$ cat config.mk
export PLATFORM = sky130hd
export DESIGN_NAME = sstx_top
export DESIGN_NICKNAME = d
export VERILOG_FILES = /design/src/rtl/sstx_fifo.v /design/src/rtl/sstx_top.v
export VERILOG_INCLUDE_DIRS = /design/src /design/src/common
export SDC_FILE = /design/constraint.sdc
export NUM_CORES = 1
export LEC_CHECK = 0
export BUFFER_PORTS_ARGS = -buffer_cell sky130_fd_sc_hd__buf_2
export CAP_MARGIN = 20
export CORE_UTILIZATION = 52
export DETAILED_ROUTE_END_ITERATION = 8
export PLACE_DENSITY = 0.8
export SLEW_MARGIN = 20
export SYNTH_ARGS = -nofsm -noshare
export SYNTH_HDL_FRONTEND = slang
export SYNTH_SLANG_ARGS = --single-unit
$ cat constraint.sdc
create_clock -name CLK -period 3.5 [get_ports CLK]
set_clock_uncertainty 0.2 [all_clocks]
set_input_delay 1.05 -clock CLK [delete_from_list [all_inputs] [get_ports CLK]]
set_output_delay 1.05 -clock CLK [all_outputs]
set_load 0.01 [all_outputs]
$ cat src/common/sstx_defines.vh
`ifndef SSTX_DEFINES_VH
`define SSTX_DEFINES_VH
`define SSTX_OFF_CTRL 8'h00
`define SSTX_OFF_DATA 8'h04
`define SSTX_OFF_BAUD 8'h08
`define SSTX_OFF_FIFO 8'h0C
`define SSTX_BIT_CLKSRC 7
`define SSTX_BIT_NINE 6
`define SSTX_BIT_TRANSMIT_ENABLE_BIT 5
`define SSTX_BIT_SYNC 4
`define SSTX_BIT_UNIMP 3
`define SSTX_BIT_SPEED 2
`define SSTX_BIT_EMPTY 1
`define SSTX_BIT_D9 0
`define SSTX_CTRL_RESET 8'h02
`define SSTX_BAUD_RESET 8'h00
`define SSTX_MULT_LOW 12'h010
`define SSTX_MULT_HIGH 12'h004
`define SSTX_FIFO_DEPTH 4
`define SSTX_FIFO_WIDTH 9
`endif

$ cat src/rtl/sstx_fifo.v
module sstx_fifo #(
	parameter WIDTH = 9,
	parameter DEPTH = 4,
	parameter AW = 2
) (
	input wire clk,
	input wire reset,
	input wire in_valid,
	output wire in_ready,
	input wire [WIDTH-1:0] in_data,
	output wire out_valid,
	input wire out_ready,
	output wire [WIDTH-1:0] out_data
);
	reg [WIDTH-1:0] mem [0:DEPTH-1];
	reg [AW-1:0] wr_ptr_reg;
	reg [AW-1:0] rd_ptr_reg;
	reg [AW:0] count_reg;
	wire push;
	wire pop;

	assign in_ready = (count_reg != DEPTH[AW:0]);
	assign out_valid = (count_reg != {(AW+1){1'b0}});
	assign out_data = mem[rd_ptr_reg];
	assign push = in_valid & in_ready;
	assign pop = out_valid & out_ready;

	// Pointers wrap naturally because the depth is a power of two.
	always @(posedge clk) begin
		if (reset) begin
			wr_ptr_reg <= {AW{1'b0}};
			rd_ptr_reg <= {AW{1'b0}};
			count_reg <= {(AW+1){1'b0}};
		end else begin
			if (push) begin
				wr_ptr_reg <= wr_ptr_reg + 1'b1;
			end
			if (pop) begin
				rd_ptr_reg <= rd_ptr_reg + 1'b1;
			end
			if (push & ~pop) begin
				count_reg <= count_reg + 1'b1;
			end else if (pop & ~push) begin
				count_reg <= count_reg - 1'b1;
			end
		end
	end

	always @(posedge clk) begin
		if (push) begin
			mem[wr_ptr_reg] <= in_data;
		end
	end
endmodule

$ cat src/rtl/sstx_top.v
// The register addresses and the APB slave port are this design's own decisions.
`include "sstx_defines.vh"

module sstx_top (
	input wire CLK,
	input wire RESET,
	input wire PSEL,
	input wire PENABLE,
	input wire PWRITE,
	input wire [7:0] PADDR,
	input wire [31:0] PWDATA,
	output reg [31:0] PRDATA,
	output reg PREADY,
	output reg PSLVERR,
	output reg TX_CK_O,
	output reg TX_CK_OE,
	input wire TX_CK_I,
	output reg DT_O,
	output reg DT_OE
);
	localparam ST_IDLE = 2'b00;
	localparam ST_START = 2'b01;
	localparam ST_DATA = 2'b10;
	localparam ST_STOP = 2'b11;

	reg clock_source_select_reg;
	reg nine_bit_transmit_select_reg;
	reg transmit_enable_bit_reg;
	reg sync_mode_reg;
	reg baud_speed_select_reg;
	reg ninth_transmit_bit_reg;
	reg [7:0] baud_div_reg;
	reg [1:0] state_reg;
	reg [1:0] state_next;
	reg [8:0] transmit_shift_register_reg;
	reg [3:0] bit_cnt_reg;
	reg [11:0] tick_cnt_reg;
	reg phase_reg;
	reg ck_s1_reg;
	reg ck_s2_reg;
	reg ck_s3_reg;
	reg line_next;
	reg ck_next;
	wire [7:0] ctrl_read;
	wire [11:0] tick_limit;
	wire tick;
	wire slave_fall;
	wire step;
	wire access;
	wire complete;
	wire mapped;
	wire fifo_in_ready;
	wire fifo_out_valid;
	wire fifo_out_ready;
	wire [8:0] fifo_out_data;
	wire push_data;
	wire is_master;
	wire is_slave;
	wire busy;
	wire last_bit;

	function [11:0] bit_period;
		input [7:0] div;
		input sync_mode;
		input speed;
		reg [11:0] base;
		reg [23:0] prod;
		begin
			base = {4'h0, div} + 12'h001;
			prod = 24'h000000;
			if (sync_mode) begin
				bit_period = base;
			end else begin
				if (speed) begin
					prod = base * `SSTX_MULT_HIGH;
				end else begin
					prod = base * `SSTX_MULT_LOW;
				end
				// The largest low-speed period wraps to zero, and the
				// counter then runs its full span, which is the same length.
				bit_period = prod[11:0];
			end
		end
	endfunction

	function is_mapped;
		input [7:0] addr;
		begin
			is_mapped = (addr == `SSTX_OFF_CTRL) ||
				(addr == `SSTX_OFF_DATA) ||
				(addr == `SSTX_OFF_BAUD) ||
				(addr == `SSTX_OFF_FIFO);
		end
	endfunction

	// The flag reflects the shift register, not the FIFO, so software can
	// tell when the last character has fully left the line.
	assign busy = (state_reg != ST_IDLE);
	assign ctrl_read = {clock_source_select_reg, nine_bit_transmit_select_reg,
		transmit_enable_bit_reg, sync_mode_reg, 1'b0,
		baud_speed_select_reg, ~busy, ninth_transmit_bit_reg};

	assign access = PSEL & PENABLE & ~PREADY;
	assign complete = PSEL & PENABLE & PREADY;
	assign mapped = is_mapped(PADDR);
	assign push_data = complete & PWRITE & (PADDR == `SSTX_OFF_DATA);

	always @(posedge CLK) begin
		if (RESET) begin
			PREADY <= 1'b0;
			PSLVERR <= 1'b0;
			PRDATA <= 32'h00000000;
		end else begin
			PREADY <= access;
			PSLVERR <= access & ~mapped;
			PRDATA <= 32'h00000000;
			if (access & ~PWRITE) begin
				case (PADDR)
				`SSTX_OFF_CTRL: PRDATA <= {24'h000000, ctrl_read};
				`SSTX_OFF_BAUD: PRDATA <= {24'h000000, baud_div_reg};
				`SSTX_OFF_FIFO: PRDATA <= {30'h00000000, ~fifo_out_valid,
					~fifo_in_ready};
				default: PRDATA <= 32'h00000000;
				endcase
			end
		end
	end

	always @(posedge CLK) begin
		if (RESET) begin
			clock_source_select_reg <= 1'b0;
			nine_bit_transmit_select_reg <= 1'b0;
			transmit_enable_bit_reg <= 1'b0;
			sync_mode_reg <= 1'b0;
			baud_speed_select_reg <= 1'b0;
			ninth_transmit_bit_reg <= 1'b0;
			baud_div_reg <= `SSTX_BAUD_RESET;
		end else if (complete & PWRITE) begin
			if (PADDR == `SSTX_OFF_CTRL) begin
				clock_source_select_reg <= PWDATA[`SSTX_BIT_CLKSRC];
				nine_bit_transmit_select_reg <= PWDATA[`SSTX_BIT_NINE];
				transmit_enable_bit_reg <= PWDATA[`SSTX_BIT_TRANSMIT_ENABLE_BIT];
				sync_mode_reg <= PWDATA[`SSTX_BIT_SYNC];
				baud_speed_select_reg <= PWDATA[`SSTX_BIT_SPEED];
				ninth_transmit_bit_reg <= PWDATA[`SSTX_BIT_D9];
			end
			if (PADDR == `SSTX_OFF_BAUD) begin
				baud_div_reg <= PWDATA[7:0];
			end
		end
	end

	// The ninth bit is captured with the character, which is why it must
	// already sit in the control register when the data word is written.
	sstx_fifo #(
		.WIDTH(`SSTX_FIFO_WIDTH),
		.DEPTH(`SSTX_FIFO_DEPTH),
		.AW(2)
	) u_fifo (
		.clk(CLK),
		.reset(RESET),
		.in_valid(push_data),
		.in_ready(fifo_in_ready),
		.in_data({ninth_transmit_bit_reg, PWDATA[7:0]}),
		.out_valid(fifo_out_valid),
		.out_ready(fifo_out_ready),
		.out_data(fifo_out_data)
	);

	assign is_master = sync_mode_reg & clock_source_select_reg;
	assign is_slave = sync_mode_reg & ~clock_source_select_reg;
	assign fifo_out_ready = (state_reg == ST_IDLE) & transmit_enable_bit_reg;

	always @(posedge CLK) begin
		if (RESET) begin
			ck_s1_reg <= 1'b0;
			ck_s2_reg <= 1'b0;
			ck_s3_reg <= 1'b0;
		end else begin
			ck_s1_reg <= TX_CK_I;
			ck_s2_reg <= ck_s1_reg;
			ck_s3_reg <= ck_s2_reg;
		end
	end

	assign slave_fall = ck_s3_reg & ~ck_s2_reg;
	assign tick_limit = bit_period(baud_div_reg, sync_mode_reg,
		baud_speed_select_reg);
	assign tick = (tick_cnt_reg == tick_limit - 12'h001);
	assign step = is_slave ? slave_fall :
		(is_master ? (tick & phase_reg) : tick);
	assign last_bit = (bit_cnt_reg == (nine_bit_transmit_select_reg ?
		4'h8 : 4'h7));

	always @* begin
		state_next = state_reg;
		case (state_reg)
		ST_IDLE: begin
			if (fifo_out_valid & fifo_out_ready) begin
				state_next = sync_mode_reg ? ST_DATA : ST_START;
			end
		end
		ST_START: begin
			if (step) begin
				state_next = ST_DATA;
			end
		end
		ST_DATA: begin
			if (step & last_bit) begin
				state_next = sync_mode_reg ? ST_IDLE : ST_STOP;
			end
		end
		ST_STOP: begin
			if (step) begin
				state_next = ST_IDLE;
			end
		end
		default: state_next = ST_IDLE;
		endcase
		if (~transmit_enable_bit_reg) begin
			state_next = ST_IDLE;
		end
	end

	always @(posedge CLK) begin
		if (RESET) begin
			state_reg <= ST_IDLE;
			transmit_shift_register_reg <= 9'h000;
			bit_cnt_reg <= 4'h0;
			tick_cnt_reg <= 12'h000;
			phase_reg <= 1'b0;
		end else begin
			state_reg <= state_next;
			if (state_reg == ST_IDLE || tick) begin
				tick_cnt_reg <= 12'h000;
			end else begin
				tick_cnt_reg <= tick_cnt_reg + 12'h001;
			end
			if (state_reg == ST_IDLE) begin
				phase_reg <= 1'b0;
			end else if (tick) begin
				phase_reg <= ~phase_reg;
			end
			if (fifo_out_valid & fifo_out_ready) begin
				transmit_shift_register_reg <= fifo_out_data;
				bit_cnt_reg <= 4'h0;
			end else if (state_reg == ST_DATA && step) begin
				transmit_shift_register_reg <= {1'b0,
					transmit_shift_register_reg[8:1]};
				bit_cnt_reg <= bit_cnt_reg + 4'h1;
			end
		end
	end

	always @* begin
		case (state_reg)
		ST_START: line_next = 1'b0;
		ST_DATA: line_next = transmit_shift_register_reg[0];
		default: line_next = 1'b1;
		endcase
		ck_next = is_master & (state_reg == ST_DATA) & phase_reg;
	end

	// Pins are registered, so they trail the state by one clock.
	always @(posedge CLK) begin
		if (RESET) begin
			TX_CK_O <= 1'b1;
			TX_CK_OE <= 1'b0;
			DT_O <= 1'b1;
			DT_OE <= 1'b0;
		end else begin
			TX_CK_O <= sync_mode_reg ? ck_next : line_next;
			TX_CK_OE <= transmit_enable_bit_reg &
				(~sync_mode_reg | clock_source_select_reg);
			DT_O <= line_next;
			DT_OE <= transmit_enable_bit_reg & sync_mode_reg & busy;
		end
	end
endmodule

* Word-level counts from Yosys, hierarchy flattened
Memory sizes are Yosys's and may differ from the RTL's. A register that Yosys moved wholly into a read port is not among the register bits.
Cells that the tools add are included.
** Storage, ports and cells
- Register bits after elaboration :: 90
- Memory bits (writable) :: 36
- Input port bits :: 46
- Output and inout port bits :: 38
- Logic and storage cells :: 126
- Memories :: 1
** Cells by class
- Add/subtract/negate cells :: 8
- Equality and inequality tests :: 13
- Multiplexer cells :: 23
- Bitwise logic cells :: 37
- Reduce and logical (&&, ||, !) cells :: 19
** Memories
- u_fifo.mem :: depth 4, bits a word 9, rd ports 1, clocked after memory_dff 1, wr ports 1, RTL line sstx_fifo.v:15 : reg [WIDTH-1:0] mem [0:DEPTH-1];
** Operators with widths (count)
- 12-bit two-way mux :: 2
- 8-bit one-hot mux with 3 select lines :: 1
- 1-bit AND :: 22
- 9-bit two-way mux :: 2
- 8-bit by 4-bit equality test with 1-bit output (second input constant) :: 2
- 2-bit two-way mux :: 8
- 1-bit NOT :: 14
- 12-bit by 1-bit adder with 12-bit output (second input constant) :: 1
- 12-bit equality test :: 1
- 12-bit by 1-bit subtractor with 12-bit output (second input constant) :: 1
- 2-bit OR reduction :: 5
- 8-bit by 1-bit adder with 9-bit output (second input constant) :: 1
- 8-bit by 3-bit equality test with 1-bit output (second input constant) :: 1
- 8-bit zero test :: 1
- 2-bit one-hot mux with 4 select lines :: 1
- 3-bit two-way mux :: 2
- 2-bit inequality test (second input constant) :: 3
- 2-bit nonzero test :: 3
- 1-bit two-way mux :: 5
- 2-bit by 1-bit adder with 2-bit output (second input constant) :: 2
- 4-bit by 1-bit adder with 4-bit output (second input constant) :: 1
- 2-bit equality test (second input constant) :: 2
- 4-bit equality test :: 1
- 1-bit logical OR :: 4
- other kinds (13) :: 14

* Logic depth before layout (Yosys ltp)
- Depth in word-level cells :: 11
- Mapped depth :: 17
- Gate-level depth less buffers :: 13

* Hierarchy
From an unflattened synthesis, not the netlist that was laid out.
** Unflattened totals
- Cell total of the unflattened synthesis :: 590
- Area, all modules :: 5710.5 sq um
** Modules (own cells, without submodules)
- sstx_top :: instances 1, cells an instance 495, area an instance 3930.0 sq um, sequential area each 1181.1 sq um
- sstx_fifo :: instances 1, cells an instance 95, area an instance 1780.5 sq um, sequential area each 1261.2 sq um

* Least setup slack after synthesis
OpenSTA, ideal clock, no wires.
- Path type :: register to register
- Start :: register sync_mode_reg
- End :: register bit_cnt_reg[0]
- Setup time :: 0.072 ns
- Arrival time :: 3.480 ns
- Required time :: 3.228 ns
- Path slack :: -0.252 ns
- Cell stages (with the launch flop) :: 18
- Path buffers :: 5
- Period minus slack after synthesis :: 3.752 ns
- Path through :: dfxtp_1 -> buf_2 -> buf_2 -> buf_2 -> clkbuf_1 -> nand2_1 -> ha_1 -> inv_1 -> a221oi_2 -> o211a_1 -> nor4b_2 -> nand2_1 -> or4b_1 -> a21oi_2 -> o2111ai_2 -> a21oi_2 -> buf_6 -> mux2i_1
** On the way
- Longest elaborated chain between the ends :: 7
- Elaborated cells on any way between the ends :: 9
- Those cells by class :: 1 x add/sub; 1 x eq/ne; 3 x mux; 3 x bitwise; 1 x reduce/logical
** Ends and longest elaborated chain
- start: declaration :: RTL line sstx_top.v:29 : reg sync_mode_reg;
- start signal: assignment :: RTL line sstx_top.v:143 : sync_mode_reg <= PWDATA[`SSTX_BIT_SYNC];
- 12-bit two-way mux :: RTL line sstx_top.v:71 : if (sync_mode) begin
- 12-bit by 1-bit subtractor with 12-bit output :: RTL line sstx_top.v:189 : assign tick = (tick_cnt_reg == tick_limit - 12'h001);
- 12-bit equality test :: RTL line sstx_top.v:189
- 1-bit AND :: RTL line sstx_top.v:191 : (is_master ? (tick & phase_reg) : tick);
- 1-bit two-way mux :: RTL line sstx_top.v:191
- 1-bit two-way mux (*) :: RTL line sstx_top.v:190 : assign step = is_slave ? slave_fall :
- 1-bit logical AND (*) :: RTL line sstx_top.v:247 : end else if (state_reg == ST_DATA && step) begin
- end signal: assignment :: RTL line sstx_top.v:250 : bit_cnt_reg <= bit_cnt_reg + 4'h1;
- end: declaration :: RTL line sstx_top.v:36 : reg [3:0] bit_cnt_reg;
Every way passes the cells marked *; elsewhere a longest branch is shown, timed or not.
A chain may end at the register's enable or synchronous reset.

* Worst setup path in the final report
- Start :: register baud_div_reg[0]
- End :: register transmit_shift_register_reg[4]
** On the way
- Longest elaborated chain between the ends :: 10
** Ends and longest elaborated chain
- start: declaration :: RTL line sstx_top.v:32 : reg [7:0] baud_div_reg;
- start signal: assignment :: RTL line sstx_top.v:137 : baud_div_reg <= `SSTX_BAUD_RESET;
- start signal: assignment :: RTL line sstx_top.v:148 : baud_div_reg <= PWDATA[7:0];
- 8-bit by 1-bit adder with 9-bit output (*) :: RTL line sstx_top.v:69 : base = {4'h0, div} + 12'h001;
- 12-bit two-way mux :: RTL line sstx_top.v:74 : if (speed) begin
- 12-bit two-way mux (*) :: RTL line sstx_top.v:71
- 12-bit by 1-bit subtractor with 12-bit output (*) :: RTL line sstx_top.v:189
- 12-bit equality test (*) :: RTL line sstx_top.v:189
- 1-bit AND :: RTL line sstx_top.v:191
- 1-bit two-way mux (*) :: RTL line sstx_top.v:191
- 1-bit two-way mux (*) :: RTL line sstx_top.v:190
- 1-bit logical AND (*) :: RTL line sstx_top.v:247
- 2-bit nonzero test (no line) (*)
- end signal: assignment :: RTL line sstx_top.v:245 : transmit_shift_register_reg <= fifo_out_data;
- end signal: assignment :: RTL line sstx_top.v:248 : transmit_shift_register_reg <= {1'b0,
- end: declaration :: RTL line sstx_top.v:35 : reg [8:0] transmit_shift_register_reg;
Marked as above.

==> metrics.txt <==
outcome=complete, no violations; FFs w/ async S/R, synth=0%; first-pass GRT wire length=just over 20 mm; crit path DAT=3.55 ns; WL final=12.5 mm; Max Freq=about 290 MHz; Worst path top cell family by delay=simple AND/OR/NAND/NOR gates; Worst-path clk slew=0.10 ns; Rows=37; initial antenna violation count=0; Post-synth EDFFs=36; Required @ worst endpoint=approximately 3.6 ns; IO buf count=35; Placed Area=around 6000 µm²; largest area contributor in the netlist=dfxtp_1; Synth Area in Compound Gates=13.6%; Starting Density=a little over half; Via Count=4,413; clk sinks=104; worst reg2reg path depth=13; number of I/O pins=84; DRC Markers=0; number of filler cells placed in the layout=811; Root Buffer=clkbuf_8; Min Hold Slack=0.264 ns; adder-cell area share of the yosys netlist=roughly 2.4%; Pre-Repair DR Iteration Count=5; area grow syn2layout=13.5%; Final setup violation count=0; worst skew pair latency=0.38 ns; Yosys reg bits=104; mux cell area share after synthesis=under 10%; worst r2r src=baud_div_reg[0]; list of most frequent post-synthesis cells=68 x dfxtp_1, 61 x nor2_1, 36 x edfxtp_1, 33 x nand2_1, 30 x nand3_1; pwr dens=322 nW/µm²; R2R Setup Slk=between 0.02 and 0.025 ns; RSZ-0062 raised after global routing=yes; Syn Area/Cell=10.0 µm²; kind of start point of the critical path=flop; hold_sp=ck_s1_reg; width of the chip=around 100 µm; Seq/Total Area, Yosys=44.4%; worst-path cell chain=ha_4 > nand4_1 > or4_4 > o211ai_2 > buf_6 > xnor2_1 > or4_1 > nand3_2 > a21boi_2 > o2111a_1 > buf_12 > nor4_1 > a2111oi_2; count leader, synth=dfxtp_1; total track usage=23.8%; hold buffer count at cts=0; CP max-delay cell=or4_4; largest net degree at the start of global routing=between 40 and 50; number of global-route vias before repair=between 4,000 and 5,000; post-DR vias/cell=5.89; Buf+Inv Stages, Crit Path=2; TritonCTS clock tree=done; routed length per placed instance=about 17 µm; ys flop type=dfxtp_1; simple-gate portion of the synthesized area=19.3%; Die H=105 µm; Max Cap Viol=0; Slew HR=32.8%; Synth warnings=0; Slew @ Worst Pin=1.01 ns; worst setup path class=reg2reg; hold crit path type=reg2reg; fin crit period=3.48 ns; reg2reg end=transmit_shift_register_reg[4]; Clock Tree Buf Depth=2; cells after synthesis=550; Synth area leaders=dfxtp_1 25%, edfxtp_1 20%, nor2_1 4.2%; core area=slightly above 10,000 µm²; distinct cell type count after synthesis=~70; largest family of logic cells by synthesized area=simple AND/OR/NAND/NOR gates; Die ar.=11,000 µm²; Critical Path Max Stage Delay=0.58 ns; area of the multi-input gates=2870 µm²; top cell type's share of synthesized area=24.7%; CTS Buf Count=9; max reg flops=36; Final Hold Viols=0; Final Cell Area=6250 µm²; Cell Area, Synth=~5500 µm²; gp weighted congestion=between 0.8 and 0.9; DP HPWL=roughly 8.6 mm; DRT iter0 DRCs=494; # diodes=0; period utilization=99.3%; H-tree depth=3; Worst Hold End=ck_s2_reg; Leakage=around 2.3 nW; Storage cell area=2450 µm²; Slew Viols, Final=0; share of layout cells above drive strength 1=23.5%; VDD IR max=0.247 mV; CP max FO=10; hold path cells=1; total grt overflow=0; nets@finish=664; Setup crit end kind=flop; antenna-violating nets left=0; Synth Area in XOR/XNOR=5.36%
-- timing repair --
item                                    CTS  global route
cloned                                    0             0
buffers inserted                          2             1
endpoints found under the setup margin   15            27
gates resized for setup                   7            18
endpoints found under the hold margin     0             0
pin swaps                                13             7
-- cell usage in the layout (no fill, tap or decap), types with 3 or more instances in the layout --
cell type,n
nor2b_1,7
and3_1,11
dfxtp_1,64
a2111oi_2,8
conb_1,24
dfxtp_2,4
xnor2_1,12
nor4_1,11
buf_2,35
a21o_1,3
and2_1,5
nor2_1,61
nand2_1,30
nor3_1,11
o211ai_1,6
or3_1,7
ha_1,7
nand3_1,29
mux4_2,9
and4_1,3
nand4_1,5
buf_4,35
inv_1,20
edfxtp_1,36
o21ai_1,3
clkbuf_8,9
o21ai_0,14
xor2_1,17
a22oi_1,6
a21oi_2,5
mux2i_1,21
nand2b_1,10
a21oi_1,17
-- where the power goes --
| part | switching [mW] | total [mW] | leakage (nW) | internal, mW |
|---|---|---|---|---|
| logic | 0.0383 | 0.0529 | 1.33 | 0.0147 |
| registers | 0.00105 | 1.25 | 0.880 | 1.25 |
| clock network | 0.441 | 0.711 | 0.0877 | 0.269 |
| total | 0.481 | 2.01 | 2.29 | 1.53 |
-- through the flow --
stage	total power, mW	cells	setup TNS (ns)	worst slack, ns	util (%)
global placement	1.33	730	0	0.0195	57.9
detailed placement	1.33	730	-1.21	-0.151	57.9
global route	2.08	749	-1.25	-0.132	60.8
floorplan	1.32	573	0	0.0140	-
CTS	2.02	748	0	0.00213	60.1
finish	2.01	749	0	0.0243	60.8
-- final cells by class --
type | instances | area share [%]
clock buffers | 10 | 2.04
clock inverters | 6 | 0.861
inverters | 22 | 1.32
multi-input cells | 397 | 45.9
flip-flops and latches | 104 | 39.2
well taps | 136 | 2.72
repair buffers | 74 | 8.01
-- cell families (layout without fill, tap and decap cells) --
group	Yosys count	after routing
and+or+nand+nor	207	207
xor gates and xnor gates	32	32
muxes	32	32
adders and majority gates	10	10
buffers and inverters	72	112
AOI/OAI and AO/OA	92	92
other	1	24
DFF	104	104
-- worst max-delay path by stage --
stage | start | end | slack, ns | depth (start not counted)
2_1_floorplan | sync_mode_reg | bit_cnt_reg[0] | 0.01 | 17
6_report | baud_div_reg[0] | transmit_shift_register_reg[4] | 0.02 | 13
3_5_place_dp | baud_div_reg[0] | transmit_shift_register_reg[5] | -0.15 | 13
4_1_cts | baud_div_reg[1] | transmit_shift_register_reg[7] | 0.002 | 14
5_1_grt | baud_div_reg[1] | bit_cnt_reg[1] | -0.13 | 14
3_3_place_gp | baud_div_reg[0] | transmit_shift_register_reg[7] | 0.02 | 13
-- routing by layer --
metal,GRT usage (%),vias up,part of all wire [%]
met5,0,-,0
met4,9.46,0,2.6
met3,5.74,31,7.5
met2,37.7,205,47
met1,31.3,2114,43
li1,-,2063,-
Power figures use the tool's default switching activity.
